==> config.mk <==
export PLATFORM = sky130hd
export DESIGN_NAME = sdcct_core
export DESIGN_NICKNAME = d
export VERILOG_FILES = /design/src/include/sdcct_pkg.sv /design/src/hw/sdcct_core.sv
export VERILOG_INCLUDE_DIRS = /design/src /design/src/include
export SDC_FILE = /design/constraint.sdc
export NUM_CORES = 1
export LEC_CHECK = 0
export BUFFER_PORTS_ARGS = -buffer_cell sky130_fd_sc_hd__buf_2
export CAP_MARGIN = 40
export CORE_MARGIN = 3
export CORE_UTILIZATION = 61
export CTS_CLUSTER_SIZE = 24
export DETAILED_ROUTE_END_ITERATION = 6
export MAX_ROUTING_LAYER = met4
export PLACE_DENSITY_LB_ADDON = 0.2
export RECOVER_POWER = 25
export SLEW_MARGIN = 0
export SYNTH_ARGS = -nofsm -noshare
export SYNTH_HDL_FRONTEND = slang
export SYNTH_SLANG_ARGS = --single-unit
==> constraint.sdc <==
create_clock -name mclk -period 6.4 [get_ports mclk]
set_clock_uncertainty 0.05 [all_clocks]
set_input_delay 0.64 -clock mclk [delete_from_list [all_inputs] [get_ports mclk]]
set_output_delay 0.64 -clock mclk [all_outputs]
set_load 0.03 [all_outputs]
==> src/include/sdcct_cfg.svh <==
`ifndef SDCCT_CFG_SVH
`define SDCCT_CFG_SVH
`define SDCCT_REG_CTRL      5'h00
`define SDCCT_REG_STATUS    5'h04
`define SDCCT_REG_MODE0     5'h08
`define SDCCT_REG_MODE1     5'h0c
`define SDCCT_REG_MODE2     5'h10
`define SDCCT_REG_MODE3     5'h14
`define SDCCT_REG_RDCNT     5'h18
`define SDCCT_PAT_EN_BIT    2
`define SDCCT_CL_LSB        4
`define SDCCT_AL_LSB        3
`define SDCCT_BC4_MODE      2'h2
`define SDCCT_OTF_MODE      2'h1
`define SDCCT_OTF_BIT       12
`define SDCCT_AP_BIT        10
`define SDCCT_CHOP_BIT      2
`define SDCCT_LAT_LAST      2
`define SDCCT_PATTERN       8'haa
`define SDCCT_ZQ_LONG_CYC   512
`define SDCCT_ZQ_SHORT_CYC  64
`define SDCCT_CL_BASE       4
`define SDCCT_RESP_OKAY     2'h0
`define SDCCT_RESP_SLVERR   2'h2
`endif

==> src/include/sdcct_pkg.sv <==
package sdcct_pkg;
    typedef enum logic [2:0] {
        SDCCT_CMD_NOP  = 3'h0,
        SDCCT_CMD_MRS  = 3'h1,
        SDCCT_CMD_ACT  = 3'h2,
        SDCCT_CMD_RD   = 3'h3,
        SDCCT_CMD_PRE  = 3'h4,
        SDCCT_CMD_ZQL  = 3'h5,
        SDCCT_CMD_ZQS  = 3'h6,
        SDCCT_CMD_WR   = 3'h7
    } sdcct_cmd_t;
    typedef enum logic [1:0] {
        SDCCT_ST_IDLE  = 2'h0,
        SDCCT_ST_WAIT  = 2'h1,
        SDCCT_ST_BURST = 2'h2,
        SDCCT_ST_ZQ    = 2'h3
    } sdcct_state_t;
endpackage

==> src/hw/sdcct_core.sv <==
`timescale 1ns/100ps
`include "sdcct_cfg.svh"
module sdcct_core import sdcct_pkg::*; #(
    parameter int BANKS  = 8,
    parameter int DQ_W   = 8,
    parameter int ZQL_CYC = `SDCCT_ZQ_LONG_CYC
) (
    input  wire logic              mclk,
    input  wire logic              reset,
    input  wire logic [2:0]        cmd,
    input  wire logic [2:0]        ba,
    input  wire logic [13:0]       addr,
    input  wire logic [2*DQ_W-1:0] array_rdata,
    output logic [2*DQ_W-1:0]      dq_rise_fall,
    output logic                   dq_valid,
    output logic                   dq_oe,
    output logic [BANKS-1:0]       row_open,
    output logic                   zq_busy,
    output logic                   pattern_mode,
    input  wire logic [4:0]        s_axi_awaddr,
    input  wire logic              s_axi_awvalid,
    output logic                   s_axi_awready,
    input  wire logic [31:0]       s_axi_wdata,
    input  wire logic [3:0]        s_axi_wstrb,
    input  wire logic              s_axi_wvalid,
    output logic                   s_axi_wready,
    output logic [1:0]             s_axi_bresp,
    output logic                   s_axi_bvalid,
    input  wire logic              s_axi_bready,
    input  wire logic [4:0]        s_axi_araddr,
    input  wire logic              s_axi_arvalid,
    output logic                   s_axi_arready,
    output logic [31:0]            s_axi_rdata,
    output logic [1:0]             s_axi_rresp,
    output logic                   s_axi_rvalid,
    input  wire logic              s_axi_rready
);
    initial begin
        if (BANKS < 1 || BANKS > 8 || DQ_W < 1 || ZQL_CYC < 2) begin
            $error("sdcct_core: bad parameter");
        end
    end

    logic [13:0] mode_q [4];
    logic [7:0]  ctrl_q;
    logic [31:0] rdcnt_q;
    sdcct_state_t st_q;
    logic [5:0]  lat_q;
    logic [15:0] zq_q;
    logic [2:0]  beat_q;
    logic [2:0]  beat_end_q;
    logic        ap_q;
    logic [2:0]  rd_bank_q;
    logic        use_pat_q;
    sdcct_state_t st_d;

    // decoded command strobes
    wire is_mrs  = cmd == SDCCT_CMD_MRS;
    wire is_act  = cmd == SDCCT_CMD_ACT;
    wire is_rd   = cmd == SDCCT_CMD_RD;
    wire is_pre  = cmd == SDCCT_CMD_PRE;
    wire is_zql  = cmd == SDCCT_CMD_ZQL;
    wire is_zqs  = cmd == SDCCT_CMD_ZQS;
    wire idle    = st_q == SDCCT_ST_IDLE;
    wire waiting = st_q == SDCCT_ST_WAIT;
    wire burst   = st_q == SDCCT_ST_BURST;
    wire zq_run  = st_q == SDCCT_ST_ZQ;
    wire pre_all = is_pre && addr[`SDCCT_AP_BIT];
    wire rd_cmd  = is_rd && idle;
    wire zq_cmd  = (is_zql || is_zqs) && idle;

    // read latency from mode fields
    wire [5:0] cl_w   = 6'(mode_q[0][`SDCCT_CL_LSB +: 3]) + 6'(`SDCCT_CL_BASE);
    wire [5:0] al_w   = (mode_q[1][`SDCCT_AL_LSB +: 2] == 2'h0) ? 6'h00 : 6'(cl_w - 6'(mode_q[1][`SDCCT_AL_LSB +: 2]));
    wire [5:0] rl_w   = 6'(al_w + cl_w);
    wire       pat_en = mode_q[3][`SDCCT_PAT_EN_BIT];
    wire [1:0] bl_w   = mode_q[0][1:0];
    wire       chop_w = (bl_w == `SDCCT_BC4_MODE) || (bl_w == `SDCCT_OTF_MODE && !addr[`SDCCT_OTF_BIT]);

    wire       upper_w = chop_w && addr[`SDCCT_CHOP_BIT];
    wire [2:0] first_w = upper_w ? 3'h4 : 3'h0;
    wire [2:0] last_w  = (chop_w && !upper_w) ? 3'h3 : 3'h7;
    wire       last_bt = burst && (3'(beat_q + 3'h1) == beat_end_q);
    wire       ap_done = last_bt && ap_q;

    function automatic logic bit_of_pattern(input logic [2:0] b);
        logic [7:0] pat;
        pat = `SDCCT_PATTERN;
        return pat[b];
    endfunction

    function automatic logic hits(input logic [2:0] sel, input int idx);
        return sel == 3'(idx);
    endfunction

    for (genvar m = 0; m < 4; m++) begin : g_mode
        wire load_m = is_mrs && hits(ba, m);
        always_ff @(posedge mclk) begin
            if (reset) begin
                mode_q[m] <= 14'h0000;
            end else if (load_m) begin
                mode_q[m] <= addr;
            end
        end
    end

    for (genvar b = 0; b < BANKS; b++) begin : g_bank
        wire open_b  = is_act && hits(ba, b);
        wire close_b = (is_pre && (pre_all || hits(ba, b))) || (ap_done && hits(rd_bank_q, b));
        always_ff @(posedge mclk) begin
            if (reset) begin
                row_open[b] <= 1'b0;
            end else if (close_b) begin
                row_open[b] <= 1'b0;
            end else if (open_b) begin
                row_open[b] <= 1'b1;
            end
        end
    end

    always_comb begin
        st_d = st_q;
        unique case (st_q)
            SDCCT_ST_IDLE: begin
                if (rd_cmd) begin
                    st_d = SDCCT_ST_WAIT;
                end else if (zq_cmd) begin
                    st_d = SDCCT_ST_ZQ;
                end
            end
            SDCCT_ST_WAIT: begin
                if (lat_q <= 6'(`SDCCT_LAT_LAST)) st_d = SDCCT_ST_BURST;
            end
            SDCCT_ST_BURST: begin
                if (last_bt) st_d = SDCCT_ST_IDLE;
            end
            SDCCT_ST_ZQ: begin
                if (zq_q == 16'h0000) st_d = SDCCT_ST_IDLE;
            end
        endcase
    end

    always_ff @(posedge mclk) begin
        if (reset) begin
            st_q <= SDCCT_ST_IDLE;
        end else begin
            st_q <= st_d;
        end
    end

    always_ff @(posedge mclk) begin
        if (reset) begin
            lat_q <= 6'h00;
        end else if (rd_cmd) begin
            lat_q <= rl_w;
        end else if (waiting) begin
            lat_q <= 6'(lat_q - 6'h1);
        end
    end

    always_ff @(posedge mclk) begin
        if (reset) begin
            zq_q <= 16'h0000;
        end else if (zq_cmd) begin
            zq_q <= is_zql ? 16'(ZQL_CYC - 1) : 16'(`SDCCT_ZQ_SHORT_CYC - 1);
        end else if (zq_run) begin
            zq_q <= 16'(zq_q - 16'h1);
        end
    end

    always_ff @(posedge mclk) begin
        if (reset) begin
            beat_q     <= 3'h0;
            beat_end_q <= 3'h0;
        end else if (rd_cmd) begin
            beat_q     <= first_w;
            beat_end_q <= last_w;
        end else if (burst) begin
            beat_q     <= 3'(beat_q + 3'h2);
        end
    end

    always_ff @(posedge mclk) begin
        if (reset) begin
            ap_q      <= 1'b0;
            rd_bank_q <= 3'h0;
            use_pat_q <= 1'b0;
        end else if (rd_cmd) begin
            ap_q      <= addr[`SDCCT_AP_BIT];
            rd_bank_q <= ba;
            use_pat_q <= pat_en;
        end
    end

    // accepted reads, seen in the count register
    always_ff @(posedge mclk) begin
        if (reset) begin
            rdcnt_q <= 32'h0;
        end else if (rd_cmd) begin
            rdcnt_q <= rdcnt_q + 32'h1;
        end
    end

    wire [DQ_W-1:0] pat_r = {DQ_W{bit_of_pattern(beat_q)}};
    wire [DQ_W-1:0] pat_f = {DQ_W{bit_of_pattern(3'(beat_q + 3'h1))}};

    always_ff @(posedge mclk) begin
        if (reset) begin
            dq_rise_fall <= '0;
            dq_valid     <= 1'b0;
        end else begin
            dq_valid     <= burst;
            dq_rise_fall <= !burst ? '0 : (use_pat_q ? {pat_f, pat_r} : array_rdata);
        end
    end
    assign dq_oe        = dq_valid;
    assign zq_busy      = zq_run;
    assign pattern_mode = pat_en;

    // axi4-lite slave
    logic aw_q, w_q;
    logic [4:0] awa_q;
    logic [31:0] wd_q;
    assign s_axi_awready = !aw_q && !s_axi_bvalid;
    assign s_axi_wready  = !w_q && !s_axi_bvalid;
    assign s_axi_arready = !s_axi_rvalid;
    wire aw_have = aw_q || s_axi_awvalid;
    wire w_have  = w_q || s_axi_wvalid;
    wire [4:0]  waddr = aw_q ? awa_q : s_axi_awaddr;
    wire [31:0] wdata = w_q ? wd_q : s_axi_wdata;
    wire do_wr = aw_have && w_have && !s_axi_bvalid;
    wire wr_ok = waddr == `SDCCT_REG_CTRL;

    logic [31:0] rd_mux;
    logic        rd_ok;
    always_comb begin
        rd_ok  = 1'b1;
        unique case (s_axi_araddr)
            `SDCCT_REG_CTRL:   rd_mux = {24'h0, ctrl_q};
            `SDCCT_REG_STATUS: rd_mux = 32'({zq_busy, pat_en, st_q, row_open});
            `SDCCT_REG_MODE0:  rd_mux = {18'h0, mode_q[0]};
            `SDCCT_REG_MODE1:  rd_mux = {18'h0, mode_q[1]};
            `SDCCT_REG_MODE2:  rd_mux = {18'h0, mode_q[2]};
            `SDCCT_REG_MODE3:  rd_mux = {18'h0, mode_q[3]};
            `SDCCT_REG_RDCNT:  rd_mux = rdcnt_q;
            default: begin
                rd_mux = 32'h0;
                rd_ok  = 1'b0;
            end
        endcase
    end

    always_ff @(posedge mclk) begin
        if (reset) begin
            aw_q <= 1'b0;
            w_q <= 1'b0;
            awa_q <= 5'h00;
            wd_q <= 32'h0;
            ctrl_q <= 8'h00;
            s_axi_bvalid <= 1'b0;
            s_axi_bresp <= `SDCCT_RESP_OKAY;
            s_axi_rvalid <= 1'b0;
            s_axi_rdata <= 32'h0;
            s_axi_rresp <= `SDCCT_RESP_OKAY;
        end else begin
            if (s_axi_awvalid && s_axi_awready) begin
                aw_q <= 1'b1;
                awa_q <= s_axi_awaddr;
            end
            if (s_axi_wvalid && s_axi_wready) begin
                w_q <= 1'b1;
                wd_q <= s_axi_wdata;
            end
            if (do_wr) begin
                aw_q <= 1'b0;
                w_q <= 1'b0;
                s_axi_bvalid <= 1'b1;
                s_axi_bresp <= wr_ok ? `SDCCT_RESP_OKAY : `SDCCT_RESP_SLVERR;
                if (wr_ok && s_axi_wstrb[0]) ctrl_q <= wdata[7:0];
            end else if (s_axi_bready) begin
                s_axi_bvalid <= 1'b0;
            end
            if (s_axi_arvalid && s_axi_arready) begin
                s_axi_rvalid <= 1'b1;
                s_axi_rdata <= rd_mux;
                s_axi_rresp <= rd_ok ? `SDCCT_RESP_OKAY : `SDCCT_RESP_SLVERR;
            end else if (s_axi_rready) begin
                s_axi_rvalid <= 1'b0;
            end
        end
    end
endmodule // sdcct_core

# Word-level counts from Yosys, hierarchy flattened
# Memories as Yosys holds them, arrays and structs flattened. A register that Yosys moved wholly into a read port is not among the register bits.
# Cells that the tools add are included.
[totals] register_bits=153 mem_bits_rw=56 mem_bits_ro=16 in_bits=89 output_inout_bits=69 word_cells=228 n_memories=3
[mem_list] memory="mode_q" depth=4 width=14 read_ports=4 rd_ports_with_merged_regs=0 write_ports=4 line="sdcct_core.sv:44" text="logic [13:0] mode_q [4];"
[mem_list] memory="(no name shown)" depth=8 width=1 read_ports=1 rd_ports_with_merged_regs=0 write_ports=0 line="sdcct_core.sv:89" text="return pat[b];"
[mem_list] memory="(no name shown)" depth=8 width=1 read_ports=1 rd_ports_with_merged_regs=1 write_ports=0 line="sdcct_core.sv:89"
[op_classes] n_addsub=8 n_lt_le_gt_ge=3 eq_ne=36 muxes=49 n_bitwise=5 reduce_logical=95
[ops] op="$pmux W32 S7" count=1
[ops] op="$mux W14" count=4
[ops] op="$mux W16" count=3
[ops] op="$logic_and A1 B1 Y1" count=44
[ops] op="$eq A3 B3 Y1 const B" count=11
[ops] op="$add A32 B1 Y32 const B" count=1
[ops] op="$mux W1" count=21
[ops] op="$logic_or A1 B1 Y1" count=20
[ops] op="$reduce_or A2 Y1" count=10
[ops] op="$eq A3 B2 Y1 const B" count=6
[ops] op="$mux W3" count=6
[ops] op="$mux W6" count=3
[ops] op="$logic_not A16 Y1" count=1
[ops] op="$sub A16 B1 Y16 const B" count=1
[ops] op="$eq A5 B5 Y1 const B" count=3
[ops] op="$mux W2" count=7
[ops] op="$eq A5 B4 Y1 const B" count=2
[ops] op="$logic_not A5 Y1" count=2
[ops] op="$reduce_bool A2 Y1" count=5
[ops] op="$eq A3 B1 Y1 const B" count=3
[ops] op="$mux W9" count=1
[ops] op="$lt A3 B4 Y1 const B" count=2
[ops] op="$mux W8" count=1
[ops] op="$pmux W2 S4" count=1
[ops] op="22 further kinds" count=37

# Longest topological paths before layout
# Gate-level depths: netlist of the first run.
# An unclocked memory read counts as a cell.
[depth] word_depth=9 depth_mapped=10 ltp_nobuf=10

# Worst setup path before layout of the first run
# OpenSTA, ideal clock, no wires.
[synth_timing] path_type="register to register" start="memory mode_q[1][3]" end="register lat_q[3]" setup_time_ps=116 arrival_time_ps=2341 t_required_ps=6234 path_slack_ps=3893 path_stages_with_launch=10 n_path_buf=0 period_less_slack_ps=2507 cell_sequence="edfxtp_1 ha_1 fa_1 or2_2 inv_1 ha_1 nor4b_1 and3_1 o221ai_1 a41o_1"
[synth_lines] element="from (decl)" line="sdcct_core.sv:44"
[synth_lines] element="to (signal assigned)" line="sdcct_core.sv:155" text="lat_q <= rl_w;"
[synth_lines] element="to (signal assigned)" line="sdcct_core.sv:157" text="lat_q <= 6'(lat_q - 6'h1);"
[synth_lines] element="to (decl)" line="sdcct_core.sv:48" text="logic [5:0] lat_q;"

==> run metrics, run 1 <==
status=complete, but fails checks; violated checks=max-capacitance violations, max-slew violations; syn_area_per_cell=9.22 um^2; worst min-delay path class=in2reg; total wire length=23.1 mm; Unique masters post-synth=59; period utilisation layout=55.0%; CTS tree=done; critical path class=in2reg; RSZ-0062 raised after global routing=false; Worst-Skew Late Latency=0.50 ns; Routability Congestion=0.932; hold path depth=3; half-perimeter wire length after placement=15.4 mm; FF-to-FF path depth=10; Die Y=131 um; full die area=0.0172 mm^2; via/cell ratio=5.85; total track usage=26.8%; FMAX=284 MHz; die width=131 um; max_slew headroom=-84.9%; Ports=158; average wire per standard cell=16.9 um; Synth Flop Type=dfxtp_1; Core Rows=45; leakage=4.00 nW; Area Growth Syn to Fin=14.3%; drt drc=0; WP data arrival=3.86 ns; CTS sink count=207; vias in the first global route=7,406; initial antenna violation count=0; Storage cell area=0.00470 mm^2; Mapped Cells=1,036; Area after DPL=0.0103 mm^2; Synth async-reset ratio=0%; worst r2r src=mode_q[0][4]; Port Buffers=128; gr ovfl total=0; Setup Total Neg Slack=0 ns; routed via count=7,971; area of the multi-input gates=0.00452 mm^2; clk buf depth=3; initial drt markers=642; largest net degree at the start of global routing=80; Pins Over Slew Limit=68; CTS H-tree depth=1; crit path launch type=input pin; post-synthesis sequential area ratio=49.2%; PwrDens=284 mW/mm^2; clock slew at reported path FFs=0.06 ns; Final min period=3.52 ns; TritonCTS buffer count=22; Worst setup EP type=register; Tightest Pin Transition=2.77 ns; flop2flop setup slack=3.57 ns; first-pass GRT wire length=37.5 mm; min-delay src=s_axi_awaddr[4]; Post-layout nets=1,235; Yosys warning count=0; maxcap violations=1; CP Max Fanout=79; EDFF count, synth=56; layout cells sized above 1=10.9%; WHS=0.342 ns; count of state elements after synthesis=207; drt first pass iters=5; synthesized area=0.00956 mm^2; initial core utilization=62.6%; final hold violation count=0; Final ANT Viol Nets=0; core area=0.0153 mm^2; worst r2r dst=lat_q[3]; WHS Endpoint=awa_q[4]; CTS Hold Bufs=0; VDD IR-drop max=229 uV; Post-CTS Setup Inserts=0; FILL cells=1,220; post_cts resized=0; Root Driver=clkbuf_16; post-route cell area=0.0109 mm^2; Req. time, crit path=6.74 ns; Final setup viols=0
-- routing by layer --
| layer | global-route usage [%] | up-vias | part of all wire [%] |
|---|---|---|---|
| met5 | - | - | 0 |
| met4 | 7.29 | 0 | 2.5 |
| met3 | 4.21 | 47 | 7.6 |
| met2 | 42.6 | 297 | 47 |
| met1 | 36.3 | 3764 | 43 |
| li1 | - | 3863 | - |
-- critical path, stage by stage --
cell and delay [ns]:
buf_4 0.58, clkbuf_1 2.03, nor3_1 0.21, a41o_1 0.32
-- power breakdown --
group | switching (W) | leakage [nW] | internal [W] | total (W)
Combinational | 0.000234 | 1.90 | 0.000143 | 0.000377
Sequential | 0.0000585 | 1.76 | 0.00141 | 0.00147
Clock | 0.000500 | 0.348 | 0.000762 | 0.00126
-- worst max-delay path by stage --
stage / start / end / cells after the start / slack, ns
finish: reset / lat_q[3] / 4 / 2.88
CTS: mode_q[0][4] / lat_q[3] / 10 / 3.60
floorplan: mode_q[1][3] / lat_q[3] / 9 / 3.89
global placement: s_axi_araddr[4] / s_axi_rdata[13] / 6 / 3.37
detailed placement: cmd[0] / mode_q[2][13] / 5 / 3.52
global route: reset / lat_q[3] / 4 / 2.54
-- state kept, by name, summed over array words and instances, names as in the netlist, 2 cells and up --
register / cells
beat_end_q: 2
mode_q: 56
awa_q: 5
ctrl_q: 8
zq_q: 16
row_open: 8
dq_rise_fall: 16
rd_bank_q: 3
s_axi_rdata: 32
lat_q: 6
rdcnt_q: 32
beat_q: 3
st_q: 2
wd_q: 8
-- area by class of cell --
class	count	area share (%)
timing repair buffer	136	5.70
antenna	1	0.0229
clock inverter	7	0.745
inverter	25	0.859
clock buffer	33	5.80
multi-input combinational	743	41.4
sequential	207	43.1
tap	211	2.42
-- through the flow --
| stage | cells | setup WS (ns) | power, W | utilization [%] |
|---|---|---|---|---|
| after detailed placement | 1322 | 3.52 | 0.00187 | 67.4 |
| after floorplan | 1037 | 3.89 | 0.00176 | - |
| after global routing | 1362 | 2.54 | 0.00323 | 71.6 |
| after global placement | 1319 | 3.37 | 0.00186 | 67.3 |
| final | 1363 | 2.88 | 0.00311 | 71.6 |
| after CTS | 1362 | 3.60 | 0.00312 | 72.1 |
-- synth_stat cells, drive strengths merged, types with 25 or more instances --
cell    number  share of area (%)
dfxtp      151                 32
nand2      108                4.2
nor2        85                3.3
a21oi       80                4.2
and2        61                4.0
edfxtp      56                 18
clkbuf      48                1.9
o21ai       46                2.4
mux2i       38                4.0
nand3       37                2.1
nor3        34                1.8
nand2b      28                1.8
inv         25               0.98
-- placed cells by master (no fill, tap or decap), types with 6 or more instances in the layout --
master,count
a211oi_1,6
a21oi_1,80
a221oi_1,21
a22oi_1,6
a31oi_1,9
and2_1,59
buf_2,66
buf_4,8
clkbuf_1,70
clkbuf_16,23
dfxtp_1,151
edfxtp_1,56
ha_1,9
inv_1,25
mux2_2,13
mux2i_1,38
nand2_1,108
nand2b_1,28
nand3_1,36
nand4_1,11
nand4b_1,6
nor2_1,85
nor2b_1,14
nor3_1,33
nor3b_1,10
nor4_1,12
o21ai_0,46
or3_1,16
or4_1,7
xnor2_1,23
xor2_1,10
-- kinds of logic after synthesis --
family,count (synthesis),share of synthesized area (%)
compound gates,190,11.9
other cells,1,0.0392
flops,207,49.2
mux,51,5.51
buf+inv,87,3.61
xor+xnor,34,3.26
fa+ha+maj,11,1.60
simple gates,455,24.8
(Power assumes the default switching activity.)
==> run 2, diff against run 1 <==
CORE_UTILIZATION = 57   (was 61)
clock period = 3.25 ns   (was 6.4 ns; I/O delays follow)
==> run metrics, run 2 (synthesis results as in run 1) <==
status=complete, no violations (was complete, but fails checks); fin cells=1,373 (was 1,363); Req. time, crit path=3.60 ns (was 6.74 ns); via/cell ratio=5.80 (was 5.85); post-place setup slack=0.559 ns (was 3.52 ns); drt drc=0 (unchanged); TritonCTS buffer count=23 (was 22); RSZ-0062 raised after global routing=false (unchanged); CTS Hold Bufs=0 (unchanged); period utilisation layout=84.0%; drt first pass iters=5 (unchanged); Core Rows=46 (was 45); worst-path cell chain=ha_1 > fa_1 > or2_2 > inv_1 > ha_1 > nor4b_1 > and3_1 > o221ai_1 > a41o_1 (was buf_4 > clkbuf_1 > nor3_1 > a41o_1); VDD IR-drop max=428 uV (was 229 uV); CP most frequent cell=ha_1; layout cells sized above 1=11.5% (was 10.9%); Setup Total Neg Slack=0 ns (unchanged); total track usage=25.9% (was 26.8%); CP peak stage delay=0.47 ns (was 2.03 ns); Die Y=135 um (was 131 um); clk buf depth=3 (unchanged); core area=0.0162 mm^2 (was 0.0153 mm^2); FMAX=366 MHz; total chip power=0.00604 W (was 0.00311 W); Pins Over Slew Limit=0 (was 68); leading cell type in the layout, fill and taps excluded=dfxtp_1 (unchanged); Buffers & Inverters on Critical Path=1 (was 2); die width=135 um (was 131 um); max FFs per register=56 (unchanged); Routability Congestion=0.890 (was 0.932); max_slew headroom=38.2% (was -84.9%); Ports=158 (unchanged); Area Growth Syn to Fin=14.4% (was 14.3%); Top reg by flops=mode_q (unchanged); final hold violation count=0 (unchanged); biggest regs=mode_q: 56 flops, rdcnt_q: 32 flops, s_axi_rdata: 32 flops (unchanged); Final setup viols=0 (unchanged); CTS tree=done (unchanged); Top Family by Delay on Critical Path=simple AND/OR/NAND/NOR gates (was buffers and inverters); initial antenna violation count=1 (was 0); Post-CTS Setup Inserts=0 (unchanged); Root Driver=clkbuf_16 (unchanged); Critical-path top delay cell=edfxtp_1 (was clkbuf_1); maxcap violations=0 (was 1); Final min period=2.73 ns; first-pass GRT wire length=37.4 mm (was 37.5 mm); vias in the first global route=7,327 (was 7,406); gr ovfl total=0 (unchanged); FF-to-FF path depth=9 (was 10); Port Buffers=128 (unchanged); critical path depth in cells=9 (was 4); total wire length=23.6 mm (was 23.1 mm); CP Max Fanout=6 (was 79); worst setup margin=0.521 ns (was 2.88 ns); WP data arrival=3.08 ns (was 3.86 ns); initial core utilization=59.1% (was 62.6%); Final ANT Viol Nets=0 (unchanged); CTS sink count=207 (unchanged); average wire per standard cell=17.2 um (was 16.9 um); leakage=4.03 nW (was 4.00 nW); Tightest Pin Transition=0.925 ns (was 2.77 ns); most frequent cells in the layout=dfxtp_1 (151), nand2_1 (108), nor2_1 (85), a21oi_1 (80), clkbuf_1 (67) (was dfxtp_1 (151), nand2_1 (108), nor2_1 (85), a21oi_1 (80), clkbuf_1 (70)); half-perimeter wire length after placement=16.0 mm (was 15.4 mm); post_cts resized=0 (unchanged); hold path depth=3 (unchanged); Worst setup EP type=register (unchanged); cell count after placement=1,332 (was 1,322); crit path launch type=register (was input pin); Worst-Skew Late Latency=0.50 ns (about the same); full die area=0.0184 mm^2 (was 0.0172 mm^2); PwrDens=552 mW/mm^2 (was 284 mW/mm^2); clock slew at reported path FFs=0.06 ns (about the same); routed via count=7,964 (was 7,971); Post-layout nets=1,241 (was 1,235); critical path class=reg2reg (was in2reg); worst min-delay path class=in2reg (unchanged); largest net degree at the start of global routing=71 (was 80); CTS H-tree depth=1 (unchanged); initial drt markers=690 (was 642)
## run 2: cell types whose count changed in the layout (fill, tap and decap cells not counted), moves of 2 or more
cell	before	now
buf_4	8	14
bufinv_16	2	0
clkbuf_1	70	67
clkbuf_8	2	5
clkinv_1	3	0
clkinv_2	2	6
nor3b_1	10	12
## run 2: metal layers
metal	track usage (%)	wire, um	vias to the layer above
li1	-	-	3882
met4	6.94	631	0
met5	-	0	-
met3	3.79	2010	52
met1	34.7	10300	3701
met2	41.7	10600	329
## run 2: per-stage QoR
step	hold WS (ns)	area, um^2	utilization (%)
6_report	0.0156	10900	67.6
3_3_place_gp	0.387	10300	63.8
2_1_floorplan	0.381	9560	-
3_5_place_dp	0.393	10300	63.8
4_1_cts	0.00675	11000	68.1
5_1_grt	0.0291	10900	67.6
## run 2: final timing paths
check | endpoint | slack (ns) | from
worst max-delay path | lat_q[3] | 0.52 | mode_q[1][3]
worst min-delay path | wd_q[2] | 0.02 | s_axi_wdata[2]
worst max register to register | lat_q[3] | 0.52 | mode_q[1][3]
worst min register to register | wd_q[2] | 0.40 | wd_q[2]
## run 2: where the power goes
group | switching (W) | internal, W | leakage [nW]
Combinational | 0.000475 | 0.000286 | 1.92
Clock | 0.000985 | 0.00142 | 0.353
Sequential | 0.0000960 | 0.00278 | 1.76
## run 2: area by class of cell
class,instances,area [um^2]
clock inverters,6,30.0
well taps,216,270
multi-input cells,743,4500
flip-flops and latches,207,4700
diodes,1,2.50
repair buffers,141,663
fillers,1360,5240
clock buffers,34,671
inverters,25,93.8
## run 2: worst register-to-register path: cells and delay by family (launching register included)
family | cells | cell delay (ns)
AOI/OAI and AO/OA | 2 | 0.30
adders and majority gates | 3 | 0.78
buffers and inverters | 1 | 0.07
DFF | 1 | 0.47
and+or+nand+nor | 3 | 0.96
==> run 3, diff against run 2 <==
clock period = 2.66 ns   (was 3.25 ns; I/O delays follow)
==> run metrics, run 3 (synthesis results as in run 1) <==
maxcap violations=0 (unchanged); Core Rows=46 (unchanged); Ports=158 (unchanged); via/cell ratio=5.75 (was 5.80); Buffers & Inverters on Critical Path=2 (was 1); initial core utilization=59.1% (unchanged); total wire length=25.0 mm (was 23.6 mm); FILL cells=1,270 (was 1,360); max_slew headroom=26.6% (was 38.2%); WP data arrival=2.87 ns (was 3.08 ns); Pins Over Slew Limit=0 (unchanged); CP Max Fanout=3 (was 6); Final setup viols=0 (unchanged); PwrDens=668 mW/mm^2 (was 552 mW/mm^2); TritonCTS buffer count=22 (was 23); Final min period=2.52 ns (was 2.73 ns); status=complete, no violations (unchanged); worst r2r src=mode_q[0][4] (was mode_q[1][3]); initial antenna violation count=1 (unchanged); Tightest Pin Transition=1.10 ns (was 0.925 ns); initial drt markers=760 (was 690); clk buf depth=3 (unchanged); Top reg by flops=mode_q (unchanged); most frequent cells in the layout=dfxtp_1 (151), nand2_1 (108), buf_2 (106), nor2_1 (85), a21oi_1 (80) (was dfxtp_1 (151), nand2_1 (108), nor2_1 (85), a21oi_1 (80), clkbuf_1 (67)); Worst setup EP type=register (unchanged); layout cells sized above 1=15.9% (was 11.5%); routed via count=8,178 (was 7,964); Routability Congestion=0.886 (was 0.890); total chip power=0.00767 W (was 0.00604 W); worst setup margin=0.142 ns (was 0.521 ns); total track usage=27.3% (was 25.9%); min-delay src=s_axi_bready (was s_axi_wdata[2]); VDD IR-drop max=504 uV (was 428 uV); final hold violation count=0 (unchanged); Root Driver=clkbuf_16 (unchanged); core area=0.0162 mm^2 (unchanged); post-place setup slack=-0.0268 ns (was 0.559 ns); Critical-path top delay cell=edfxtp_1 (unchanged); critical path class=reg2reg (unchanged); leakage=4.41 nW (was 4.03 nW); post-layout util=71.0% (was 67.6%); Top Family by Delay on Critical Path=simple AND/OR/NAND/NOR gates (unchanged); leading cell type in the layout, fill and taps excluded=dfxtp_1 (unchanged); die width=135 um (unchanged); CTS H-tree depth=1 (unchanged); drt drc=0 (unchanged); Die Y=135 um (unchanged); Post-layout nets=1,289 (was 1,241); RSZ-0062 raised after global routing=false (unchanged); clock slew at reported path FFs=0.06 ns (about the same); area of the multi-input gates=0.00452 mm^2 (was 0.00450 mm^2); first-pass GRT wire length=39.4 mm (was 37.4 mm); crit path launch type=register (unchanged); max FFs per register=56 (unchanged); drt first pass iters=5 (unchanged); vias in the first global route=7,699 (was 7,327); worst-path cell chain=inv_2 > ha_2 > fa_1 > or2_2 > inv_1 > ha_1 > nor4b_2 > and3_1 > o221ai_1 > a41o_1 (was ha_1 > fa_1 > or2_2 > inv_1 > ha_1 > nor4b_1 > and3_1 > o221ai_1 > a41o_1); average wire per standard cell=17.6 um (was 17.2 um); CP peak stage delay=0.40 ns (was 0.47 ns); CTS sink count=207 (unchanged); Port Buffers=128 (unchanged); CTS tree=done (unchanged); Storage cell area=0.00470 mm^2 (unchanged); period utilisation layout=94.7% (was 84.0%); crit path from=mode_q[0][4] (was mode_q[1][3]); gr ovfl total=0 (unchanged); half-perimeter wire length after placement=16.8 mm (was 16.0 mm); FMAX=397 MHz (was 366 MHz); Area Growth Syn to Fin=20.1% (was 14.4%); biggest regs=mode_q: 56 flops, rdcnt_q: 32 flops, s_axi_rdata: 32 flops (unchanged); worst min-delay path class=in2reg (unchanged); Worst-Skew Late Latency=0.50 ns (about the same); Req. time, crit path=3.01 ns (was 3.60 ns); full die area=0.0184 mm^2 (unchanged); largest net degree at the start of global routing=52 (was 71); Final ANT Viol Nets=0 (unchanged)
run 3: changes by cell type in the layout (fill, tap and decap cells not counted), sizes merged:
cell / change
buf: +55
clkbuf: -31
dlygate4sd3: +29
clkinv: -6
bufinv: +1
clkinvlp: +1
run 3: cell type report:
cell class	instances	share of cell area, %
Antenna cell	1	0.0218
Clock buffer	38	6.29
Clock inverter	2	0.327
Inverter	25	0.817
Multi-Input combinational cell	743	39.4
Sequential cell	207	41.0
Tap cell	216	2.35
Timing Repair Buffer	190	9.86
run 3: per-stage QoR:
stage / area, um^2 / instances / hold slack, ns / setup TNS (ns)
after floorplan: 9560 / 1037 / 0.352 / 0
after global placement: 10500 / 1350 / 0.388 / 0
after detailed placement: 10500 / 1351 / 0.392 / -0.0268
after CTS: 11500 / 1420 / 0.00346 / 0
after global routing: 11500 / 1422 / 0.0169 / 0
final: 11500 / 1422 / 0.0183 / 0
run 3: layer usage:
layer / vias to the layer above / share of wire [%] / wire length, um / GRT usage [%]
li1: 3972 / - / - / -
met4: 0 / 2.2 / 545 / 6.44
met1: 3881 / 42 / 10600 / 34.9
met3: 39 / 7.2 / 1800 / 5.05
met2: 286 / 48 / 12100 / 45.5
met5: - / 0 / 0 / -
run 3: worst paths after layout:
| check | end | slack [ns] | depth (start not counted) |
|---|---|---|---|
| min reg2reg | s_axi_rdata[25] | 0.40 | 2 |
| max reg2reg | lat_q[3] | 0.14 | 10 |
| min | s_axi_bvalid | 0.02 | 4 |
| max | lat_q[3] | 0.14 | 10 |
run 3: tightest hold or removal path, cell delays in order:
cell and delay (ns):
buf_2 0.09, inv_1 0.04, a21oi_1 0.06, nor2_1 0.07
run 3: what timing repair did:
action	4_1_cts	5_1_grt
setup buffers	0	1
hold buffers	29	0
endpoints found under the setup margin	1	1
resized for setup	1	2
pin swaps	0	1
hold endpoints to repair	29	0
run 3: where the power goes:
group          switching [W]  internal [W]
sequential          0.000130       0.00339
clock                0.00122       0.00193
combinational       0.000598      0.000405
total                0.00195       0.00573
